==> src/ccr_params.svh <==
// constants of the can control and status register set
//
// Overview of operation
// - three-bit mode request selects operating mode
// - read-only mode report shows mode in force
// - request and report reset to configuration
// - abort-all bit set by software, self-clears
// - stop-in-idle halts controller in device idle
// - capture enable gives event per received message
// - window select picks filter or buffer map
// - five-bit data filter depth, high codes invalid
// - read-only filter hit number zero to fifteen
// - interrupt code resets to no interrupt
// - module events use codes 65 to 68
// - buffer events use buffer number as code
// - dma buffer count field, code 111 reserved
// - writable fifo start buffer field
// - read-only fifo buffer pointer
// - read-only next read buffer pointer
// - mode changes after bus idle, at once from configuration or disable
// - outside configuration, stop-in-idle, capture and fifo writes are locked
`ifndef CCR_PARAMS_SVH
`define CCR_PARAMS_SVH

// ----------------------------------------------------------
// register byte offsets
// ----------------------------------------------------------
`define CCR_OFS_MAIN_CTRL 8'h00
`define CCR_OFS_FILT_DEPTH 8'h04
`define CCR_OFS_INT_CODE 8'h08
`define CCR_OFS_FIFO_CTRL 8'h0c
`define CCR_OFS_FIFO_STAT 8'h10

// ----------------------------------------------------------
// field positions
// ----------------------------------------------------------
`define CCR_BIT_STOP_IDLE 13
`define CCR_BIT_ABORT 12
`define CCR_BIT_CAP_EN 3
`define CCR_BIT_WIN 0

// ----------------------------------------------------------
// encodings and reset values
// ----------------------------------------------------------
`define CCR_MODE_NORMAL 3'h0
`define CCR_MODE_DISABLE 3'h1
`define CCR_MODE_LOOPBACK 3'h2
`define CCR_MODE_LISTEN 3'h3
`define CCR_MODE_CONFIG 3'h4
`define CCR_MODE_RSV0 3'h5
`define CCR_MODE_RSV1 3'h6
`define CCR_MODE_LISTEN_ALL 3'h7
`define CCR_DEPTH_MAX 5'h11
`define CCR_INTERRUPT_CODE_NONE 7'h40
`define CCR_INTERRUPT_CODE_ERR 7'h41
`define CCR_INTERRUPT_CODE_WAKE 7'h42
`define CCR_INTERRUPT_CODE_OVF 7'h43
`define CCR_INTERRUPT_CODE_FIFO 7'h44
`define CCR_IDLE_BITS 11

`endif

==> src/ccr_pkg.sv <==
// types of the can control and status register set
package ccr_pkg;

    typedef logic [2:0] ccr_mode_t;

    // whole state of the register set
    typedef struct packed {
        logic stop_idle;
        logic abort;
        ccr_mode_t mode_req;
        ccr_mode_t mode_rep;
        logic cap_en;
        logic window_select;
        logic [4:0] depth;
        logic [3:0] hit;
        logic [6:0] interrupt_code;
        logic [2:0] dma_bs;
        logic [4:0] fstart;
        logic [5:0] fifo_buffer_pointer;
        logic [5:0] fifo_next_read_pointer;
        logic [31:0] rdata;
        logic slverr;
        logic halt;
        logic cap_pulse;
    } ccr_state_s;

    // state of the bus idle detector
    typedef struct packed {
        logic [3:0] cnt;
        logic idle;
    } ccr_idle_s;

endpackage

==> src/ccr_ctrl_regs.sv <==
// can control, status and fifo pointer registers on apb
`timescale 1ns/1ps
`default_nettype none
`include "ccr_params.svh"
module ccr_ctrl_regs
    import ccr_pkg::*;
#(
    parameter int IDLE_BITS = `CCR_IDLE_BITS
) (
    input wire logic I_CLK_SYS, // 40 mhz clock
    input wire logic I_RST, // async reset, high
    input wire logic I_CE, // clock enable
    input wire logic I_PSEL, // apb select
    input wire logic I_PENABLE, // apb access phase
    input wire logic I_PWRITE, // apb write
    input wire logic [7:0] I_PADDR, // apb byte address
    input wire logic [31:0] I_PWDATA, // apb write data
    output logic O_PREADY, // apb ready
    output logic [31:0] O_PRDATA, // apb read data
    output logic O_PSLVERR, // apb error, unmapped
    input wire logic I_BIT_TICK, // bus bit strobe
    input wire logic I_RX_LEVEL, // bus level, 1 recessive
    input wire logic I_TX_BUSY, // transmission running
    input wire logic I_TX_ALL_ABORTED, // all buffers aborted
    input wire logic I_DEV_IDLE, // device in idle mode
    input wire logic I_RX_MSG_DONE, // message received pulse
    input wire logic [3:0] I_FILTER_HIT, // matching filter
    input wire logic [4:0] I_DATA_FILTER_DEPTH, // depth
    input wire logic [3:0] I_PEND_MOD, // fifo,ovf,wake,err
    input wire logic [15:0] I_PEND_BUF, // buffer pending
    input wire logic I_FIFO_WR_ADV, // fifo buffer filled
    input wire logic I_FIFO_RD_ADV, // fifo buffer read
    output logic [2:0] O_MODE_REPORT, // mode in force
    output logic O_ABORT_ALL_TX, // abort all pending tx
    output logic O_HALT, // stopped in idle
    output logic O_CAPTURE_EVENT, // capture pulse
    output logic O_WINDOW_SELECT, // 1 filter window
    output logic O_DEPTH_VALID, // depth code usable
    output logic [5:0] O_DMA_BUFFER_COUNT, // buffers
    output logic [5:0] O_FIFO_BUFFER_POINTER, // write ptr
    output logic [5:0] O_FIFO_NEXT_READ_POINTER // read ptr
);

    // ------------------------------------------------------
    // helper functions
    // ------------------------------------------------------

    // buffers held in dma memory; reserved code gives 32
    function automatic logic [5:0] buf_count(
        input logic [2:0] bs
    );
        case (bs)
            3'h0: buf_count = 6'h04;
            3'h1: buf_count = 6'h06;
            3'h2: buf_count = 6'h08;
            3'h3: buf_count = 6'h0c;
            3'h4: buf_count = 6'h10;
            3'h5: buf_count = 6'h18;
            default: buf_count = 6'h20;
        endcase
    endfunction

    // step a fifo pointer, wrapping from the last buffer
    // back to the start; a start beyond the last buffer
    // pins the pointer there, software misconfigured it
    function automatic logic [5:0] next_ptr(
        input logic [5:0] ptr,
        input logic [4:0] start,
        input logic [2:0] bs
    );
        logic [5:0] last;
        last = buf_count(bs) - 6'h01;
        if (ptr >= last) begin
            next_ptr = {1'b0, start};
        end else begin
            next_ptr = ptr + 6'h01;
        end
    endfunction

    // pick one pending source: module events first,
    // then the lowest numbered buffer
    function automatic logic [6:0] pick_code(
        input logic [3:0] pm,
        input logic [15:0] pb
    );
        pick_code = `CCR_INTERRUPT_CODE_NONE;
        for (int i = 15; i >= 0; i--) begin
            if (pb[i]) begin
                pick_code = 7'(i);
            end
        end
        if (pm[3]) begin
            pick_code = `CCR_INTERRUPT_CODE_FIFO;
        end
        if (pm[2]) begin
            pick_code = `CCR_INTERRUPT_CODE_OVF;
        end
        if (pm[1]) begin
            pick_code = `CCR_INTERRUPT_CODE_WAKE;
        end
        if (pm[0]) begin
            pick_code = `CCR_INTERRUPT_CODE_ERR;
        end
    endfunction

    // reserved mode codes are never taken into force
    function automatic logic mode_ok(input ccr_mode_t m);
        mode_ok = (m != `CCR_MODE_RSV0) &&
                  (m != `CCR_MODE_RSV1);
    endfunction

    // ------------------------------------------------------
    // state and bus idle detector
    // ------------------------------------------------------

    ccr_state_s st_ff;
    ccr_state_s nxt_st;
    logic bus_idle;

    ccr_bus_idle #(
        .IDLE_BITS(IDLE_BITS)
    ) u_idle (
        .i_clk(I_CLK_SYS),
        .i_rst(I_RST),
        .i_ce(I_CE),
        .i_bit_tick(I_BIT_TICK),
        .i_rx_level(I_RX_LEVEL),
        .o_bus_idle(bus_idle)
    );

    // ------------------------------------------------------
    // apb decode
    // ------------------------------------------------------

    logic setup;
    logic wr_acc;
    logic mapped;
    logic in_cfg;
    logic [31:0] wd;

    // access completes in one cycle, so the write lands on
    // the edge that ends the access phase
    always_comb begin
        setup = I_PSEL && !I_PENABLE;
        wr_acc = I_PSEL && I_PENABLE && I_PWRITE;
        wd = I_PWDATA;
        in_cfg = (st_ff.mode_rep == `CCR_MODE_CONFIG);
        case (I_PADDR)
            `CCR_OFS_MAIN_CTRL,
            `CCR_OFS_FILT_DEPTH,
            `CCR_OFS_INT_CODE,
            `CCR_OFS_FIFO_CTRL,
            `CCR_OFS_FIFO_STAT: mapped = 1'b1;
            default: mapped = 1'b0;
        endcase
    end

    // ------------------------------------------------------
    // next state
    // ------------------------------------------------------

    always_comb begin
        nxt_st = st_ff;

        // read data and error are fixed in the setup cycle
        // and held through the access phase
        if (setup) begin
            nxt_st.slverr = !mapped;
            case (I_PADDR)
                `CCR_OFS_MAIN_CTRL: begin
                    nxt_st.rdata = {18'h0,
                        st_ff.stop_idle, st_ff.abort,
                        1'b0, st_ff.mode_req,
                        st_ff.mode_rep, 1'b0,
                        st_ff.cap_en, 2'h0,
                        st_ff.window_select};
                end
                `CCR_OFS_FILT_DEPTH: begin
                    nxt_st.rdata = {27'h0, st_ff.depth};
                end
                `CCR_OFS_INT_CODE: begin
                    nxt_st.rdata = {19'h0, 1'b0, st_ff.hit,
                        1'b0, st_ff.interrupt_code};
                end
                `CCR_OFS_FIFO_CTRL: begin
                    nxt_st.rdata = {16'h0, st_ff.dma_bs,
                        8'h0, st_ff.fstart};
                end
                `CCR_OFS_FIFO_STAT: begin
                    nxt_st.rdata = {18'h0, st_ff.fifo_buffer_pointer,
                        2'h0, st_ff.fifo_next_read_pointer};
                end
                default: begin
                    nxt_st.rdata = 32'h0;
                end
            endcase
        end

        // abort self-clears once the engine confirms; a new
        // write of one in the same cycle wins over the clear
        if (st_ff.abort && I_TX_ALL_ABORTED) begin
            nxt_st.abort = 1'b0;
        end

        // control writes; outside configuration only the
        // mode request, abort and window stay writable
        if (wr_acc && I_PADDR == `CCR_OFS_MAIN_CTRL) begin
            nxt_st.mode_req = wd[10:8];
            nxt_st.window_select = wd[`CCR_BIT_WIN];
            if (wd[`CCR_BIT_ABORT]) begin
                nxt_st.abort = 1'b1;
            end
            if (in_cfg) begin
                nxt_st.stop_idle =
                    wd[`CCR_BIT_STOP_IDLE];
                nxt_st.cap_en = wd[`CCR_BIT_CAP_EN];
            end
        end

        // fifo layout change restarts both pointers
        if (wr_acc && in_cfg &&
            I_PADDR == `CCR_OFS_FIFO_CTRL) begin
            nxt_st.dma_bs = wd[15:13];
            nxt_st.fstart = wd[4:0];
            nxt_st.fifo_buffer_pointer = {1'b0, wd[4:0]};
            nxt_st.fifo_next_read_pointer = {1'b0, wd[4:0]};
        end else begin
            if (I_FIFO_WR_ADV) begin
                nxt_st.fifo_buffer_pointer = next_ptr(st_ff.fifo_buffer_pointer,
                    st_ff.fstart, st_ff.dma_bs);
            end
            if (I_FIFO_RD_ADV) begin
                nxt_st.fifo_next_read_pointer = next_ptr(st_ff.fifo_next_read_pointer,
                    st_ff.fstart, st_ff.dma_bs);
            end
        end

        // mode change waits for an idle bus; off-bus modes
        // may leave at once, and configuration is never
        // entered while a frame is being sent
        if (st_ff.mode_req != st_ff.mode_rep &&
            mode_ok(st_ff.mode_req) &&
            (bus_idle || in_cfg ||
             st_ff.mode_rep == `CCR_MODE_DISABLE) &&
            !(st_ff.mode_req == `CCR_MODE_CONFIG &&
              I_TX_BUSY)) begin
            nxt_st.mode_rep = st_ff.mode_req;
        end

        // engine reported status
        nxt_st.depth = I_DATA_FILTER_DEPTH;
        if (I_RX_MSG_DONE) begin
            nxt_st.hit = I_FILTER_HIT;
        end
        nxt_st.interrupt_code = pick_code(I_PEND_MOD,
            I_PEND_BUF);

        // device idle and capture outputs
        nxt_st.halt = st_ff.stop_idle && I_DEV_IDLE;
        nxt_st.cap_pulse =
            st_ff.cap_en && I_RX_MSG_DONE;
    end

    // ------------------------------------------------------
    // state register
    // ------------------------------------------------------

    // reset puts the controller in configuration mode
    always_ff @(posedge I_CLK_SYS or posedge I_RST) begin
        if (I_RST) begin
            st_ff <= '0;
            st_ff.mode_req <= `CCR_MODE_CONFIG;
            st_ff.mode_rep <= `CCR_MODE_CONFIG;
            st_ff.interrupt_code <= `CCR_INTERRUPT_CODE_NONE;
        end else if (I_CE) begin
            st_ff <= nxt_st;
        end
    end

    // ------------------------------------------------------
    // outputs
    // ------------------------------------------------------

    // ready follows the enable so a frozen block stalls
    assign O_PREADY = I_CE;
    assign O_PRDATA = st_ff.rdata;
    assign O_PSLVERR = I_PSEL && I_PENABLE && st_ff.slverr;
    assign O_MODE_REPORT = st_ff.mode_rep;
    assign O_ABORT_ALL_TX = st_ff.abort;
    assign O_HALT = st_ff.halt;
    assign O_CAPTURE_EVENT = st_ff.cap_pulse;
    assign O_WINDOW_SELECT = st_ff.window_select;
    assign O_DEPTH_VALID =
        (st_ff.depth <= `CCR_DEPTH_MAX);
    assign O_DMA_BUFFER_COUNT = buf_count(st_ff.dma_bs);
    assign O_FIFO_BUFFER_POINTER = st_ff.fifo_buffer_pointer;
    assign O_FIFO_NEXT_READ_POINTER = st_ff.fifo_next_read_pointer;

endmodule
`default_nettype wire

==> src/ccr_bus_idle.sv <==
// bus idle detector: counts consecutive recessive bits
`timescale 1ns/1ps
`default_nettype none
`include "ccr_params.svh"
module ccr_bus_idle
    import ccr_pkg::*;
#(
    parameter int IDLE_BITS = `CCR_IDLE_BITS
) (
    input wire logic i_clk, // system clock
    input wire logic i_rst, // async reset, high
    input wire logic i_ce, // clock enable
    input wire logic i_bit_tick, // one pulse per bus bit
    input wire logic i_rx_level, // sampled bus level, 1 recessive
    output logic o_bus_idle // enough recessive bits seen
);

    ccr_idle_s st_ff;
    ccr_idle_s nxt_st;

    // saturating count, any dominant bit restarts it
    always_comb begin
        nxt_st = st_ff;
        if (i_bit_tick) begin
            if (!i_rx_level) begin
                nxt_st.cnt = 4'h0;
            end else if (st_ff.cnt != IDLE_BITS[3:0]) begin
                nxt_st.cnt = st_ff.cnt + 4'h1;
            end
        end
        nxt_st.idle = (nxt_st.cnt == IDLE_BITS[3:0]);
    end

    always_ff @(posedge i_clk or posedge i_rst) begin
        if (i_rst) begin
            st_ff <= '0;
        end else if (i_ce) begin
            st_ff <= nxt_st;
        end
    end

    assign o_bus_idle = st_ff.idle;

endmodule
`default_nettype wire

==> config.mk <==
export PLATFORM = sky130hd
export DESIGN_NAME = ccr_ctrl_regs
export DESIGN_NICKNAME = d
export VERILOG_FILES = /design/src/ccr_pkg.sv /design/src/ccr_ctrl_regs.sv /design/src/ccr_bus_idle.sv
export VERILOG_INCLUDE_DIRS = /design/src
export SDC_FILE = /design/constraint.sdc
export NUM_CORES = 1
export LEC_CHECK = 0
export BUFFER_PORTS_ARGS = -buffer_cell sky130_fd_sc_hd__buf_2
export CORE_MARGIN = 1.5
export CORE_UTILIZATION = 57
export CTS_BUF_LIST = sky130_fd_sc_hd__clkbuf_2 sky130_fd_sc_hd__clkbuf_4 sky130_fd_sc_hd__clkbuf_8
export DETAILED_ROUTE_END_ITERATION = 10
export GPL_TIMING_DRIVEN = 0
export PLACE_DENSITY = 0.94
export SYNTH_ARGS = -nofsm -noshare
export SYNTH_HDL_FRONTEND = slang
export SYNTH_SLANG_ARGS = --single-unit
export TNS_END_PERCENT = 30
==> constraint.sdc <==
create_clock -name I_CLK_SYS -period 6.2 [get_ports I_CLK_SYS]
set_clock_uncertainty 0.2 [all_clocks]
set_input_delay 1.24 -clock I_CLK_SYS [delete_from_list [all_inputs] [get_ports I_CLK_SYS]]
set_output_delay 1.24 -clock I_CLK_SYS [all_outputs]
set_load 0.05 [all_outputs]
# Word level (Yosys, flattened, before mapping)
# Cells that the tools add are included.
[totals] in_bits=83 wordCells=115 out_inout_bits=60 regBits=86
[op_classes] mux=38 n_reduce_logical=33 eq_ne=17 addsub=5 magnitude_cmp=3
[op_table] cell="2-to-1 mux 7 bit" n=20
[op_table] cell="case mux 16 bit (5 select lines)" n=1
[op_table] cell="2-to-1 mux 6 bit" n=8
[op_table] cell="case mux 6 bit (6 select lines)" n=1
[op_table] cell="equality test 8 x 4 -> 1 bit (second input constant)" n=2
[op_table] cell="2-to-1 mux 4 bit" n=4
[op_table] cell="logical AND 1 bit" n=15
[op_table] cell="AND reduction 2 bit" n=7
[op_table] cell="adder 6 x 1 -> 6 bit (second input constant)" n=2
[op_table] cell="equality test 3 bit (second input constant)" n=4
[op_table] cell="greater-or-equal comparator 6 bit" n=2
[op_table] cell="2-to-1 mux 12 bit" n=1
[op_table] cell="subtractor 6 x 1 -> 6 bit (second input constant)" n=2
[op_table] cell="equality test 8 x 3 -> 1 bit (second input constant)" n=1
[op_table] cell="equality test 8 x 5 -> 1 bit (second input constant)" n=1
[op_table] cell="zero test 8 bit" n=1
[op_table] cell="equality test 3 x 1 -> 1 bit (second input constant)" n=2
[op_table] cell="equality test 3 x 2 -> 1 bit (second input constant)" n=2
[op_table] cell="!= test 3 bit (second input constant)" n=2
[op_table] cell="less-or-equal comparator 5 bit (second input constant)" n=1
[op_table] cell="OR reduction 5 bit" n=1
[op_table] cell="adder 4 x 1 -> 4 bit (second input constant)" n=1
[op_table] cell="equality test 4 bit (second input constant)" n=1
[op_table] cell="!= test 4 bit (second input constant)" n=1
[op_table] cell="other kinds (7)" n=13

# Longest topological paths before layout
# Gate-level depths: netlist of run 1.
[depth] ltp_word=20 depth_mapped=10 ltp_nobuf=10

# Hierarchy
# From an unflattened synthesis of run 1, not the netlist that was laid out.
[unflattened] cells_unflattened=462 area_unflattened_um2=4299.1
[modules_own_cells] module="ccr_ctrl_regs" instances=1 area_per_inst_um2=3951.3 seq_area_each_um2=1580.3 cells_per_inst=425
[modules_own_cells] module="ccr_bus_idle" instances=1 area_per_inst_um2=347.8 seq_area_each_um2=125.1 cells_per_inst=37

# Least setup slack after synthesis of run 1
# OpenSTA, ideal clock, no wires.
[synth_path] path_kind="input -> output" from="input I_PSEL" to="output O_PSLVERR" cell_stages=1 t_required_ns=4.760 arrival_ns=1.689 setup_slack_ns=3.071 cell_sequence="and3_1"
[synth_between] elab_chain_cells=2
[synth_rtl] item="start, declared" line="ccr_ctrl_regs.sv:13" rtl="input wire logic I_PSEL,"
[synth_rtl] item="logical AND 1 bit (2 in a row)" line="ccr_ctrl_regs.sv:287" rtl="assign O_PSLVERR = I_PSEL && I_PENABLE && st_ff.slverr;"
[synth_rtl] item="end, declared" line="ccr_ctrl_regs.sv:20" rtl="output logic O_PSLVERR,"
# No other way between the ends.

# Worst setup path in the final report of run 1
[layout_path] from="register st_ff[52] (netlist name)" to="register st_ff, in the netlist O_FIFO_NEXT_READ_POINTER[2]"
[layout_between] elab_chain_cells=9
[layout_rtl] item="start, declared" line="ccr_ctrl_regs.sv:116" rtl="ccr_state_s st_ff;"
[layout_rtl] item="start signal, assigned" line="ccr_ctrl_regs.sv:276" rtl="st_ff <= nxt_st;"
[layout_rtl] item="equality test 3 bit (tied with other cells)" line="ccr_ctrl_regs.sv:52" rtl="case (bs)"
[layout_rtl] item="case mux 6 bit (6 select lines) (*)" line="ccr_ctrl_regs.sv:52"
[layout_rtl] item="2-to-1 mux 6 bit (*)" line="ccr_ctrl_regs.sv:232" rtl="if (I_FIFO_RD_ADV) begin"
[layout_rtl] item="2-to-1 mux 6 bit (*)" line="ccr_ctrl_regs.sv:221" rtl="if (wr_acc && in_cfg &&"
[layout_rtl] item="subtractor 6 x 1 -> 6 bit (*)" line="ccr_ctrl_regs.sv:72" rtl="last = buf_count(bs) - 6'h01;"
[layout_rtl] item="greater-or-equal comparator 6 bit (*)" line="ccr_ctrl_regs.sv:73" rtl="if (ptr >= last) begin"
[layout_rtl] item="2-to-1 mux 6 bit (*)" line="ccr_ctrl_regs.sv:73"
[layout_rtl] item="2-to-1 mux 6 bit (*)" line="ccr_ctrl_regs.sv:232"
[layout_rtl] item="2-to-1 mux 12 bit (*)" line="ccr_ctrl_regs.sv:221"
# Every way passes the cells marked *; elsewhere a longest branch is shown, timed or not. The select of a mux whose other input is x is not followed.
# A chain may end at the register's enable or synchronous reset.

==> impl.org, run 1 <==
** Run status
- Run status :: finished, final reports clean

** Floorplan
- Core footprint :: 7650 um^2
- Boundary Pins :: 143
- Once the floorplan was initialized, standard cells occupied about 58% of the core.
- The floorplan step defined a die boundary enclosing 8340 um^2.
- DIE WIDTH :: 91.3 um
- The die is about 91 um tall.
- After floorplanning, the core was divided into 32 placement rows.

** Synthesis
- Sequential cells were found to cover 38.4% of the synthesized design area.
- By instance count, the leading cell after synthesis is sky130_fd_sc_hd__dfrtp_1.
- Cell types occupying the most area after synthesis :: sky130_fd_sc_hd__dfrtp_1, sky130_fd_sc_hd__buf_4, sky130_fd_sc_hd__mux2_2
- Number of warning messages in the yosys log :: 0
- The largest total area in the synthesized netlist belongs to sky130_fd_sc_hd__dfrtp_1.
- Mapped Area :: 4440 um^2
- The number of different library cells used by synthesis comes to 60.
- Most frequent cells after synthesis :: sky130_fd_sc_hd__dfrtp_1, sky130_fd_sc_hd__buf_4, sky130_fd_sc_hd__nand2_1, sky130_fd_sc_hd__o21ai_0, sky130_fd_sc_hd__nor2_1
- For this run, the leading register cell type out of synthesis is sky130_fd_sc_hd__dfrtp_1.
- In this run, synthesis inferred 0 flip-flops with an integrated enable.
- The top cell type by area accounts for 36.6% of the synthesized area.
- Synth Area per Inst :: roughly 9.5 um^2
- Synthesized flop and latch total :: 68
- Counting flops with an async set or reset pin after synthesis yields a share of 100%.
- Cell count after synthesis :: 469

** Placed design
- Port Buf Inserts :: ~100
- Detailed placer's ending HPWL :: 9280 um
- Final weighted congestion in routability-driven placement :: 0.960
- Placed Instances :: 692

** Power and ir drop
- In this run the power spent charging and discharging nets is 574 uW.
- Dividing total power by cell area gives a power density of 286 nW/um^2.
- The worst-case IR drop observed on VDD is 157 uV.
- Net switching fraction of the power :: 37.1%
- The clock network accounts for 29.0% of the total power.
- Internal power comes to 974 uW.
- Overall power after layout :: 1.55 mW
- Sequential cells account for 37.2% of the total power.
- The analysis attributes to cell leakage a power of 2.74 nW.
- Of the total power, combinational logic draws 33.8%.

** Clock network
- Clock sink count :: 68
- Cells resized by post-CTS repair :: 0
- Clock tree from TritonCTS :: built
- The number of clock buffers added by TritonCTS is 9.
- Clock-pin slew was measured on the worst setup and hold paths at approximately 70 ps.
- The H-tree was split into 3 levels.
- Buffers inserted to repair hold after CTS numbered 0.
- The later pin in the worst-skew pair is clocked with a latency of between 300 and 400 ps.
- Largest buffer count on any clock path :: 2
- Post-CTS setup buffer count :: 0
- Clock tree root buffer cell :: sky130_fd_sc_hd__clkbuf_8

** Timing
- RSZ-0062 raised after global routing :: no
- Post-layout min period :: 3320 ps
- Final period utilization :: between 50% and 60%
- Setup total negative slack on the finished layout was measured at 0 ps.
- Number of hold-slack violations in the final timing report :: 0
- Setup violations remaining at the end of the flow were counted as 0.
- Measured against its own limit, the worst slew margin works out to a little under two fifths.
- Highest clock frequency the design can meet :: 302 MHz
- Worst slew pin tran :: 936 ps
- The final count of pins violating max slew came to 0.

** GRT
- Vias in the first global route :: 4,096
- The first global-routing pass estimated 19,600 um of wire.
- The number of antenna violations at the first check in global routing came to 0.
- Global-route congestion overflow total :: 0
- For this run, the total global-route usage over all layers was measured as 30.0%.
- Entering global routing, the biggest net connects 37 pins.

** Drt
- After detailed routing, the number of vias per cell comes to 5.93.
- DR DRC count :: 0
- Once detail routing completed, the nets flagged for antenna violations numbered 0.
- Number of vias after detailed routing :: 4,196
- After detailed routing, the average wire length per cell comes to 17.0 um.
- The first routing iteration left roughly 380 violations.
- Total Routed Length :: 12,000 um
- The pre-antenna-repair detailed-routing pass consisted of 5 iterations.

** Finish
- Relative to the synthesized area, the layout overhead comes to 21.8%.
- N_diodes :: 0
- At the end of the flow the core is filled with cells to 70.8%.
- Nets@finish :: about 700
- Filler Cell Count :: approximately 550
- The post-route netlist has 34.7% of its cells at a drive strength greater than 1.
- For this run, the number of standard cells in the final layout without fillers is 707.

** Critical path
- Data arrival, critical path :: 3370 ps
- Slowest stage delay, CP :: 730 ps
- Along the worst path, the maximum fanout reaches 8.
- Worst Path Required :: 6260 ps
- The worst setup path is launched from a register.
- Crit path cell chain :: inv_1 -> or3_1 -> ha_1 -> mux2i_1 -> ha_1 -> o2111ai_1 -> mux2i_1 -> a211oi_1
- Crit path capture type :: register
- Crit path max-delay cell type :: sky130_fd_sc_hd__o2111ai_1
- CP Class :: reg2reg

** Hold path
- The path class of the tightest hold or removal check is reg2reg.

** Flow run
- # Max-Cap Violations :: 0
metrics by stage:
step           hold slack, ps  area (um^2)  setup slack (ps)
2_1_floorplan             242         4500              3050
3_3_place_gp              260         5150              2360
3_5_place_dp              270         5170              2840
4_1_cts                   285         5420              2920
5_1_grt                   294         5420              2650
6_report                  280         5420              2880
power by group through the flow:
stage          clock, mW  combinational [mW]  sequential (mW)
2_1_floorplan          0               0.413            0.545
3_3_place_gp           0               0.495            0.577
3_5_place_dp           0               0.519            0.580
4_1_cts            0.448               0.520            0.572
5_1_grt            0.467               0.567            0.582
6_report           0.449               0.524            0.576
per-layer routing:
layer  global-route usage (%)  part of all wire (%)
met5                        0                     0
met4                     17.7                   4.4
met3                     6.03                   9.1
met2                     48.5                    47
met1                     36.9                    39
placed cells by master (no fill, tap or decap), drive strengths merged, types with 14 or more instances in the layout:
master	synthesis	layout
nor2	29	29
nand2	39	39
clkbuf	11	22
dfrtp	65	65
inv	15	15
mux2i	20	20
mux2	28	28
conb	1	17
o21ai	31	31
nor3	18	18
a21oi	14	14
buf	55	160
worst max-delay path: cells and delay by family, from the launching register on:
| family | cells | cell delay (ps) |
|---|---|---|
| fa+ha+maj | 2 | 520 |
| mux | 2 | 450 |
| compound gates | 2 | 1010 |
| flops | 1 | 530 |
| simple gates | 1 | 410 |
| buf+inv | 1 | 110 |
path summary, 6_finish.rpt:
kind                           start                     endpoint  slack [ps]  cells past startpoint
min in group asynchronous      I_RST     O_FIFO_BUFFER_POINTER[2]         800                      2
hold / removal              st_ff[2]                     st_ff[2]         280                      2
setup reg to reg           st_ff[52]  O_FIFO_NEXT_READ_POINTER[2]        2880                      8
max in group asynchronous      I_RST                    st_ff[61]        4290                      3
setup / recovery           st_ff[52]  O_FIFO_NEXT_READ_POINTER[2]        2880                      8
hold reg to reg             st_ff[2]                     st_ff[2]         280                      2
logic make-up after synthesis:
logic type | after synthesis | share of synthesized area [%]
and+or+nand+nor | 145 | 16.7
AOI/OAI and AO/OA | 103 | 15.9
buffers and inverters | 81 | 11.4
DFF | 68 | 38.4
muxes | 48 | 12.0
adders and majority gates | 12 | 3.38
xor gates and xnor gates | 11 | 2.17
other | 1 | 0.0844
layout make-up:
| cell class | instances | area [um^2] | area share, % |
|---|---|---|---|
| Timing Repair Buffer | 105 | 541 | 9.98 |
| Sequential cell | 68 | 1710 | 31.5 |
| Buffer | 66 | 449 | 8.29 |
| Clock inverter | 4 | 97.6 | 1.80 |
| Tap cell | 102 | 128 | 2.36 |
| Inverter | 15 | 56.3 | 1.04 |
| Clock buffer | 11 | 145 | 2.68 |
| Multi-Input combinational cell | 336 | 2290 | 42.4 |
sequential cells by signal (all words and copies together), names as in the netlist:
name                      flops
st_ff                        28
u_idle.o_bus_idle             1
O_FIFO_NEXT_READ_POINTER      6
O_FIFO_BUFFER_POINTER         6
u_idle.st_ff                  4
O_ABORT_ALL_TX                1
O_PRDATA                     16
O_MODE_REPORT                 3
O_CAPTURE_EVENT               1
O_HALT                        1
O_WINDOW_SELECT               1
Note: power is estimated with default switching activity, not from simulation.
==> run 2, diff against run 1 <==
Settings changed: CORE_UTILIZATION 57 to 53, PLACE_DENSITY 0.94 to 0.89.
Clock period 6.2 ns to 3.18 ns, I/O delays scaled along.
==> run 2 against run 1 <==
Against the previous run: wire length decreased by 1.6%; non-clock buffer count decreased by 1; maximum frequency increased by 11%; register-to-register slack got worse by 2700 ps; largest cell class unchanged; largest power group unchanged; global-route usage decreased by 2.2 points; sequential power increased by 96%; critical endpoint is now O_FIFO_NEXT_READ_POINTER[4].
==> impl.org, run 2 (synthesized netlist as in run 1, its figures left out) <==
** GRT
- The wire length of the first global-routing pass is 18,900 um (-3.4%).
- The maximum number of pins on one net before global-route repair was 69 (+86%).
- Number of antenna violations at the first check in global routing :: 0 (unchanged)
- GRT Overall Usage :: 27.8% (-2.2 points)
- The final global-route overflow total was 0 (unchanged).
- Vias in the first global route :: 3,935 (-3.9%)

** Floorplan
- Die area :: 8940 um^2 (+7.3%)
- The height of the die was 94.6 um (+3.6%).
- The total number of placement rows is 33 (+3.1%).
- The core footprint came to 8180 um^2 (+6.9%).
- Initial cell density of the core :: 54.4% (-3.8 points)
- Boundary Pins :: 143 (unchanged)
- DIE WIDTH :: 94.6 um (+3.6%)

** Hold path
- Worst hold-check path type :: in2async

** Finish
- Filler Cell Count :: 635 (+15%)
- Sequential cell area in the final layout :: 1710 um^2 (about the same)
- The number of diodes is 0 (unchanged).
- The post-route core utilization was 65.7% (-5.1 points).
- Ratio of cells with drive above 1 in the final layout :: 35.7% (+0.99 points)
- Counting flops per register, the top entry is st_ff.
- The final instance area came to 5370 um^2 (-0.83%).
- The combined area of the multi-input logic cells was 2330 um^2 (+1.4%).
- Leaving out fill and tap cells, the most frequent cells in the layout are sky130_fd_sc_hd__buf_2, sky130_fd_sc_hd__dfrtp_1, sky130_fd_sc_hd__buf_4.
- Count of non-filler cells in the finished layout :: 710 (+0.42%)
- Syn-to-layout area delta :: 20.8%
- The library cell used most frequently in the layout, excluding fill and tap cells, is sky130_fd_sc_hd__buf_2.
- The final layout net count was 695 (-0.14%).
- Largest register FFs :: 28 (unchanged)

** Critical path
- Crit path capture type :: register
- Worst Path Required :: 3220 ps (-3040 ps)
- CP Class :: reg2reg
- The maximum fanout along the worst path was 10 (+2).
- The critical path starts at st_ff[54].
- Startpoint types :: register
- The data arrival time of the critical path was 3040 ps (-330 ps).
- Reg-to-reg startpoint :: st_ff[54]

** Placed design
- The quantity of I/O buffers inserted on ports came to 104 (unchanged).
- The HPWL after detailed placement came to 8930 um (-3.8%).
- The total placed cells including tap cells came to 694 (+0.29%).
- The final estimated routing congestion in global placement is 0.897 (-6.5%).
- The post-place instance area is 5160 um^2 (-0.27%).
- The pre-CTS setup slack came to -31.4 ps (-2880 ps).

** Power and ir drop
- Total power per unit cell area :: 527 nW/um^2 (+84%)
- Overall power after layout :: 2.83 mW (+83%)
- The cell leakage power came to 2.72 nW (-0.81%).
- The worst voltage drop across the vdd grid is 222 uV (+42%).

** Drt
- The residual DRC count is 0 (unchanged).
- Number of vias after detailed routing :: 4,129 (-1.6%)
- The number of iterations in the first detailed-routing pass came to 5 (unchanged).
- The average wire per standard cell was 16.7 um (-2.0%).
- Total Routed Length :: 11,800 um (-1.6%)
- The routed via count divided by cell count came to 5.82 (-2.0%).
- Violation count after the first detailed-routing iteration :: 340 (-11%)
- Antenna Violating Nets Remaining :: 0 (unchanged)

** Timing
- The worst slew margin relative to its limit came to 35.4% (-1.7 points).
- The transition at the pin with the smallest max-transition slack was 961 ps (+24.6 ps).
- Setup repair after global routing left no endpoint under its margin.
- Number of setup violations in the final report :: 0 (unchanged)
- The final count of pins violating max slew is 0 (unchanged).
- The total negative setup slack came to 0 ps (unchanged).
- The peak clock frequency supported by timing is 333 MHz (+11%).
- Number of hold-slack violations in the final timing report :: 0 (unchanged)
- The time the worst path needs with I/O delays and setup is 3000 ps (-317 ps).
- The part of the cycle the worst path needs is 94.3% (+41 points).
- Final hold slack :: 247 ps (-32.7 ps)
- Worst-case setup margin in the final layout :: 180 ps (-2700 ps)

** Clock network
- H-tree lvl count :: 3 (unchanged)
- Clock buffers created by TritonCTS :: 9 (unchanged)
- The deepest clock path buffer count came to 2 (unchanged).
- The clock-pin slew reported for the worst setup and hold paths after clock tree synthesis was 70 ps (about the same).
- The tree is rooted in a sky130_fd_sc_hd__clkbuf_8.
- Clock tree from TritonCTS :: built
- Clock latency at the later pin of the worst-skew pair :: 350 ps (about the same)
- The number of sinks driven by the clock tree was 68 (unchanged).
- Hold-fix buffers at CTS :: 0 (unchanged)

** Run status
- The run finished with clean final reports.

** Flow run
- # Max-Cap Violations :: 0 (unchanged)
-- run 2: changes by cell type in the layout (fill, tap and decap cells not counted), sizes merged --
cell	change
clkinv	+2
clkbuf	+3
bufinv	-3
clkinvlp	-1
buf	-1
-- run 2: final timing paths --
kind	depth (start not counted)	endpoint	slack (ps)
min reg2reg	2	st_ff[2]	290
max in group asynchronous	2	st_ff[52]	1970
min	2	O_HALT	250
max	9	O_FIFO_NEXT_READ_POINTER[4]	180
min in group I_CLK_SYS	2	st_ff[55]	290
max reg2reg	9	O_FIFO_NEXT_READ_POINTER[4]	180
-- run 2: area by class of cell --
| type | count | area share, % |
|---|---|---|
| repair buffers | 104 | 9.69 |
| multi-input cells | 336 | 43.3 |
| well taps | 105 | 2.45 |
| plain buffers | 66 | 8.36 |
| clock inverters | 2 | 0.186 |
| inverters | 15 | 1.10 |
| flip-flops and latches | 68 | 31.8 |
| clock buffers | 14 | 3.12 |
-- run 2: routing by layer --
layer / global-route usage [%] / routed length [um] / vias up
met2: 47.8 / 5760 / 223
li1: - / - / 1907
met3: 5.48 / 1010 / 30
met4: 8.96 / 282 / 0
met1: 35.0 / 4800 / 1969
met5: 0 / 0 / -
-- run 2: power breakdown --
group          switching [mW]  total [mW]  internal, mW
Combinational           0.632        1.05         0.416
Sequential              0.174        1.13         0.953
Clock                   0.318       0.655         0.337
-- run 2: worst max-delay path, stage by stage, from the launching register on --
cell,delay [ps]
sky130_fd_sc_hd__dfrtp_1,380
sky130_fd_sc_hd__clkbuf_1,200
sky130_fd_sc_hd__or3_1,380
sky130_fd_sc_hd__ha_1,330
sky130_fd_sc_hd__ha_1,280
sky130_fd_sc_hd__o21ai_0,100
sky130_fd_sc_hd__o21ai_0,280
sky130_fd_sc_hd__o2111ai_4,280
sky130_fd_sc_hd__mux2i_1,180
sky130_fd_sc_hd__a211oi_1,280
-- run 2: repair_timing --
item / CTS / global route
gates cloned: 0 / 0
setup endpoints to repair: 5 / 11
buffers inserted: 0 / 0
hold endpoints to repair: 0 / 0
gates resized for setup: 1 / 7
==> run 3, diff against run 2 <==
Clock period 3.18 ns to 3.1 ns, I/O delays scaled along.
==> run 3 against run 2 <==
Against the previous run: design area is essentially flat; clock power grew 3.4%; global-route usage is essentially flat; cell count is the same; combinational power is essentially flat; via count shrank 1.3%; power grew 2.8%; critical path type unchanged.
==> impl.org, run 3 (synthesized netlist as in run 1, its figures left out) <==
** Run status
- The flow ran to the end, and the final reports show no timing, DRC or antenna violations.

** Hold path
- The tightest min-delay check is of the in2async type.

** Critical path
- In this run the critical register-to-register path is launched from st_ff[54].
- The cell that appears most often on the critical path is sky130_fd_sc_hd__ha_1.
- By startpoint and endpoint, the worst setup path is classified as reg2reg.
- Crit path max-delay cell type :: sky130_fd_sc_hd__dfrtp_1
- Crit path cell chain :: clkbuf_1 -> or3_1 -> ha_1 -> ha_1 -> o21ai_0 -> o211ai_1 -> o2111ai_4 -> a221oi_2 -> nand3b_1
- Start point of the critical path :: st_ff[54]
- Register-to-register setup slack :: 110 ps (-70 ps)
- STA classifies the critical path endpoint as a register.
- Broken down by cell family, the worst path's largest delay share belongs to compound AO/OA/AOI/OAI gates.
- The largest stage delay on the critical path came to 380 ps (about the same).
- The data required time of the critical path was 3130 ps (-90 ps).
- Highest fanout seen on the critical path :: 10 (unchanged)
- The worst setup path is launched from a register.
- Data arrival, critical path :: 3020 ps (-20 ps)
- Buffer and inverter count on the worst path :: 1 (unchanged)

** Floorplan
- DIE WIDTH :: 94.6 um (unchanged)
- Floorplan die height :: 94.6 um (unchanged)
- Total number of placement rows :: 33 (unchanged)
- Die area :: 8940 um^2 (unchanged)
- The top-level I/O count is 143 (unchanged).
- The initial cell density of the core is 54.4% (unchanged).
- The core footprint is 8180 um^2 (unchanged).

** GRT
- Number of antenna violations at the first check in global routing :: 0 (unchanged)
- Vias in the first global route :: 3,946 (+0.28%)
- The final global-route overflow total came to 0 (unchanged).
- GRT Overall Usage :: 27.8% (+0.034 points)
- Pin count of the biggest net entering global routing :: 69 (unchanged)
- Wire length of the first global-routing pass :: 18,900 um (+0.11%)

** Timing
- Final period utilization :: 96.6% (+2.3 points)
- Worst slew pin tran :: 962 ps (+0.749 ps)
- The worst-case hold slack was 226 ps (-21.5 ps).
- The total negative setup slack was 0 ps (unchanged).
- RSZ-0062 raised after global routing :: yes
- Max-slew violation total from the final report :: 0 (unchanged)
- The total count of hold-check failures in the final report was 0 (unchanged).
- The minimum setup slack in the final design is 106 ps (-74.4 ps).
- The peak clock frequency supported by timing is 334 MHz (+0.19%).
- The time the worst path needs with I/O delays and setup is 2990 ps (-5.65 ps).
- Number of setup violations in the final report :: 0 (unchanged)
- The worst slew margin relative to its limit is 35.4% (-0.050 points).

** Clock network
- Clock tree root buffer cell :: sky130_fd_sc_hd__clkbuf_8
- The clock-pin slew reported for the worst setup and hold paths after clock tree synthesis is 70 ps (about the same).
- Clock latency at the later pin of the worst-skew pair :: 350 ps (about the same)
- The number of sinks driven by the clock tree came to 68 (unchanged).
- Clock tree from TritonCTS :: built
- The number of clock buffers inserted by TritonCTS was 9 (unchanged).
- H-tree lvl count :: 3 (unchanged)
- Largest buffer count on any clock path :: 2 (unchanged)

** Finish
- Commonest cells after routing, fill and taps aside :: sky130_fd_sc_hd__buf_2, sky130_fd_sc_hd__dfrtp_1, sky130_fd_sc_hd__buf_4
- The post-route core utilization came to 65.7% (about the same).
- Finished layout cell area :: 5380 um^2 (about the same)
- Register name with the most flops :: st_ff
- The number of flip-flops under the largest register name was 28 (unchanged).
- The fraction of layout instances using a drive strength above 1 came to 35.9% (+0.17 points).
- Syn-to-layout area delta :: 20.9% (about the same)
- The final layout net count came to 695 (unchanged).
- Leaving out fill and tap cells, the most frequent cell in the layout is sky130_fd_sc_hd__buf_2.
- The number of diodes was 0 (unchanged).

** Drt
- The post-detailed-route count of antenna-violating nets is 0 (unchanged).
- Routed via count divided by cell count :: 5.74 (-1.3%)
- The DRC marker count from the first detailed-route iteration was 336 (-1.2%).
- The routed wire length was 11,800 um (-0.10%).
- The number of iterations in the first detailed-routing pass was 5 (unchanged).
- The total number of vias came to 4,076 (-1.3%).
- DR DRC count :: 0 (unchanged)
- Per-cell routed wire length :: 16.7 um (-0.10%)

** Power and ir drop
- The clock group share of total power is 23.3% (about the same).
- Net switching fraction of the power :: 39.8% (+0.073 points)
- The net switching power of the design was 1.16 mW (+3.0%).
- Cell leakage power :: 2.72 nW (about the same)
- Power share of the sequential group :: 39.7% (about the same)
- The worst voltage drop across the vdd grid is 226 uV (+1.5%).
- Portion of total power attributed to combinational logic :: 37.0% (about the same)
- Total power per unit cell area :: 541 nW/um^2 (+2.7%)
- Internal power contribution :: 1.75 mW (+2.7%)

** Placed design
- The pre-CTS setup slack is -111 ps (-80.0 ps).
- The HPWL after detailed placement is 8930 um (unchanged).
- The quantity of I/O buffers inserted on ports came to 104 (unchanged).
- Placed cell area :: 5160 um^2 (unchanged)
- Final weighted congestion in routability-driven placement :: 0.897 (unchanged)

** Flow run
- The max-capacitance violation count was 0 (unchanged).
run 3: power groups by stage:
| stage | combinational, mW | clock, mW | sequential, mW |
|---|---|---|---|
| 6_report | 1.08 | 0.677 | 1.15 |
| 2_1_floorplan | 0.826 | 0 | 1.09 |
| 3_5_place_dp | 1.03 | 0 | 1.16 |
| 5_1_grt | 1.17 | 0.717 | 1.17 |
| 3_3_place_gp | 0.991 | 0 | 1.16 |
| 4_1_cts | 1.04 | 0.673 | 1.15 |
run 3: path summary, 6_finish.rpt:
path                       cells past startpoint                           to
setup / recovery                               9  O_FIFO_NEXT_READ_POINTER[0]
hold / removal                                 2                       O_HALT
setup reg to reg                               9  O_FIFO_NEXT_READ_POINTER[0]
hold reg to reg                                2                 O_PRDATA[14]
max in group asynchronous                      2                    st_ff[52]
min in group I_CLK_SYS                         2                    st_ff[55]
run 3: worst reg2reg max path: cells and delay by family (launching register included):
kind | cells | cell delay (ps)
adders and majority gates | 2 | 620
AOI/OAI and AO/OA | 4 | 990
DFF | 1 | 380
buffers and inverters | 1 | 200
and+or+nand+nor | 2 | 490
run 3: timing repair:
action                                  in CTS  in global routing
hold buffers                                 0                  0
endpoints found under the setup margin       9                 12
pin swaps                                    0                  3
gates resized for setup                      2                  8
setup buffers                                0                  0
hold endpoints to repair                     0                  0
run 3: per-layer routing:
metal / wire length, um / vias up / global-route usage, %
met5: 0 / - / 0
met2: 5730 / 198 / 48.0
li1: - / 1912 / -
met3: 857 / 26 / 5.48
met4: 249 / 0 / 8.96
met1: 5000 / 1940 / 34.9
run 3: area by class of cell:
cell class                      count  area (um^2)
Buffer                             66          449
Clock buffer                       14          168
Clock inverter                      2         10.0
Fill cell                         634         2800
Inverter                           15         58.8
Multi-Input combinational cell    336         2330
Sequential cell                    68         1710
Tap cell                          105          131
Timing Repair Buffer              104          520
run 3: per-stage QoR:
stage | cells | total power, mW
6_report | 710 | 2.91
5_1_grt | 710 | 3.05
4_1_cts | 710 | 2.86
3_5_place_dp | 694 | 2.19
3_3_place_gp | 694 | 2.15
2_1_floorplan | 485 | 1.92
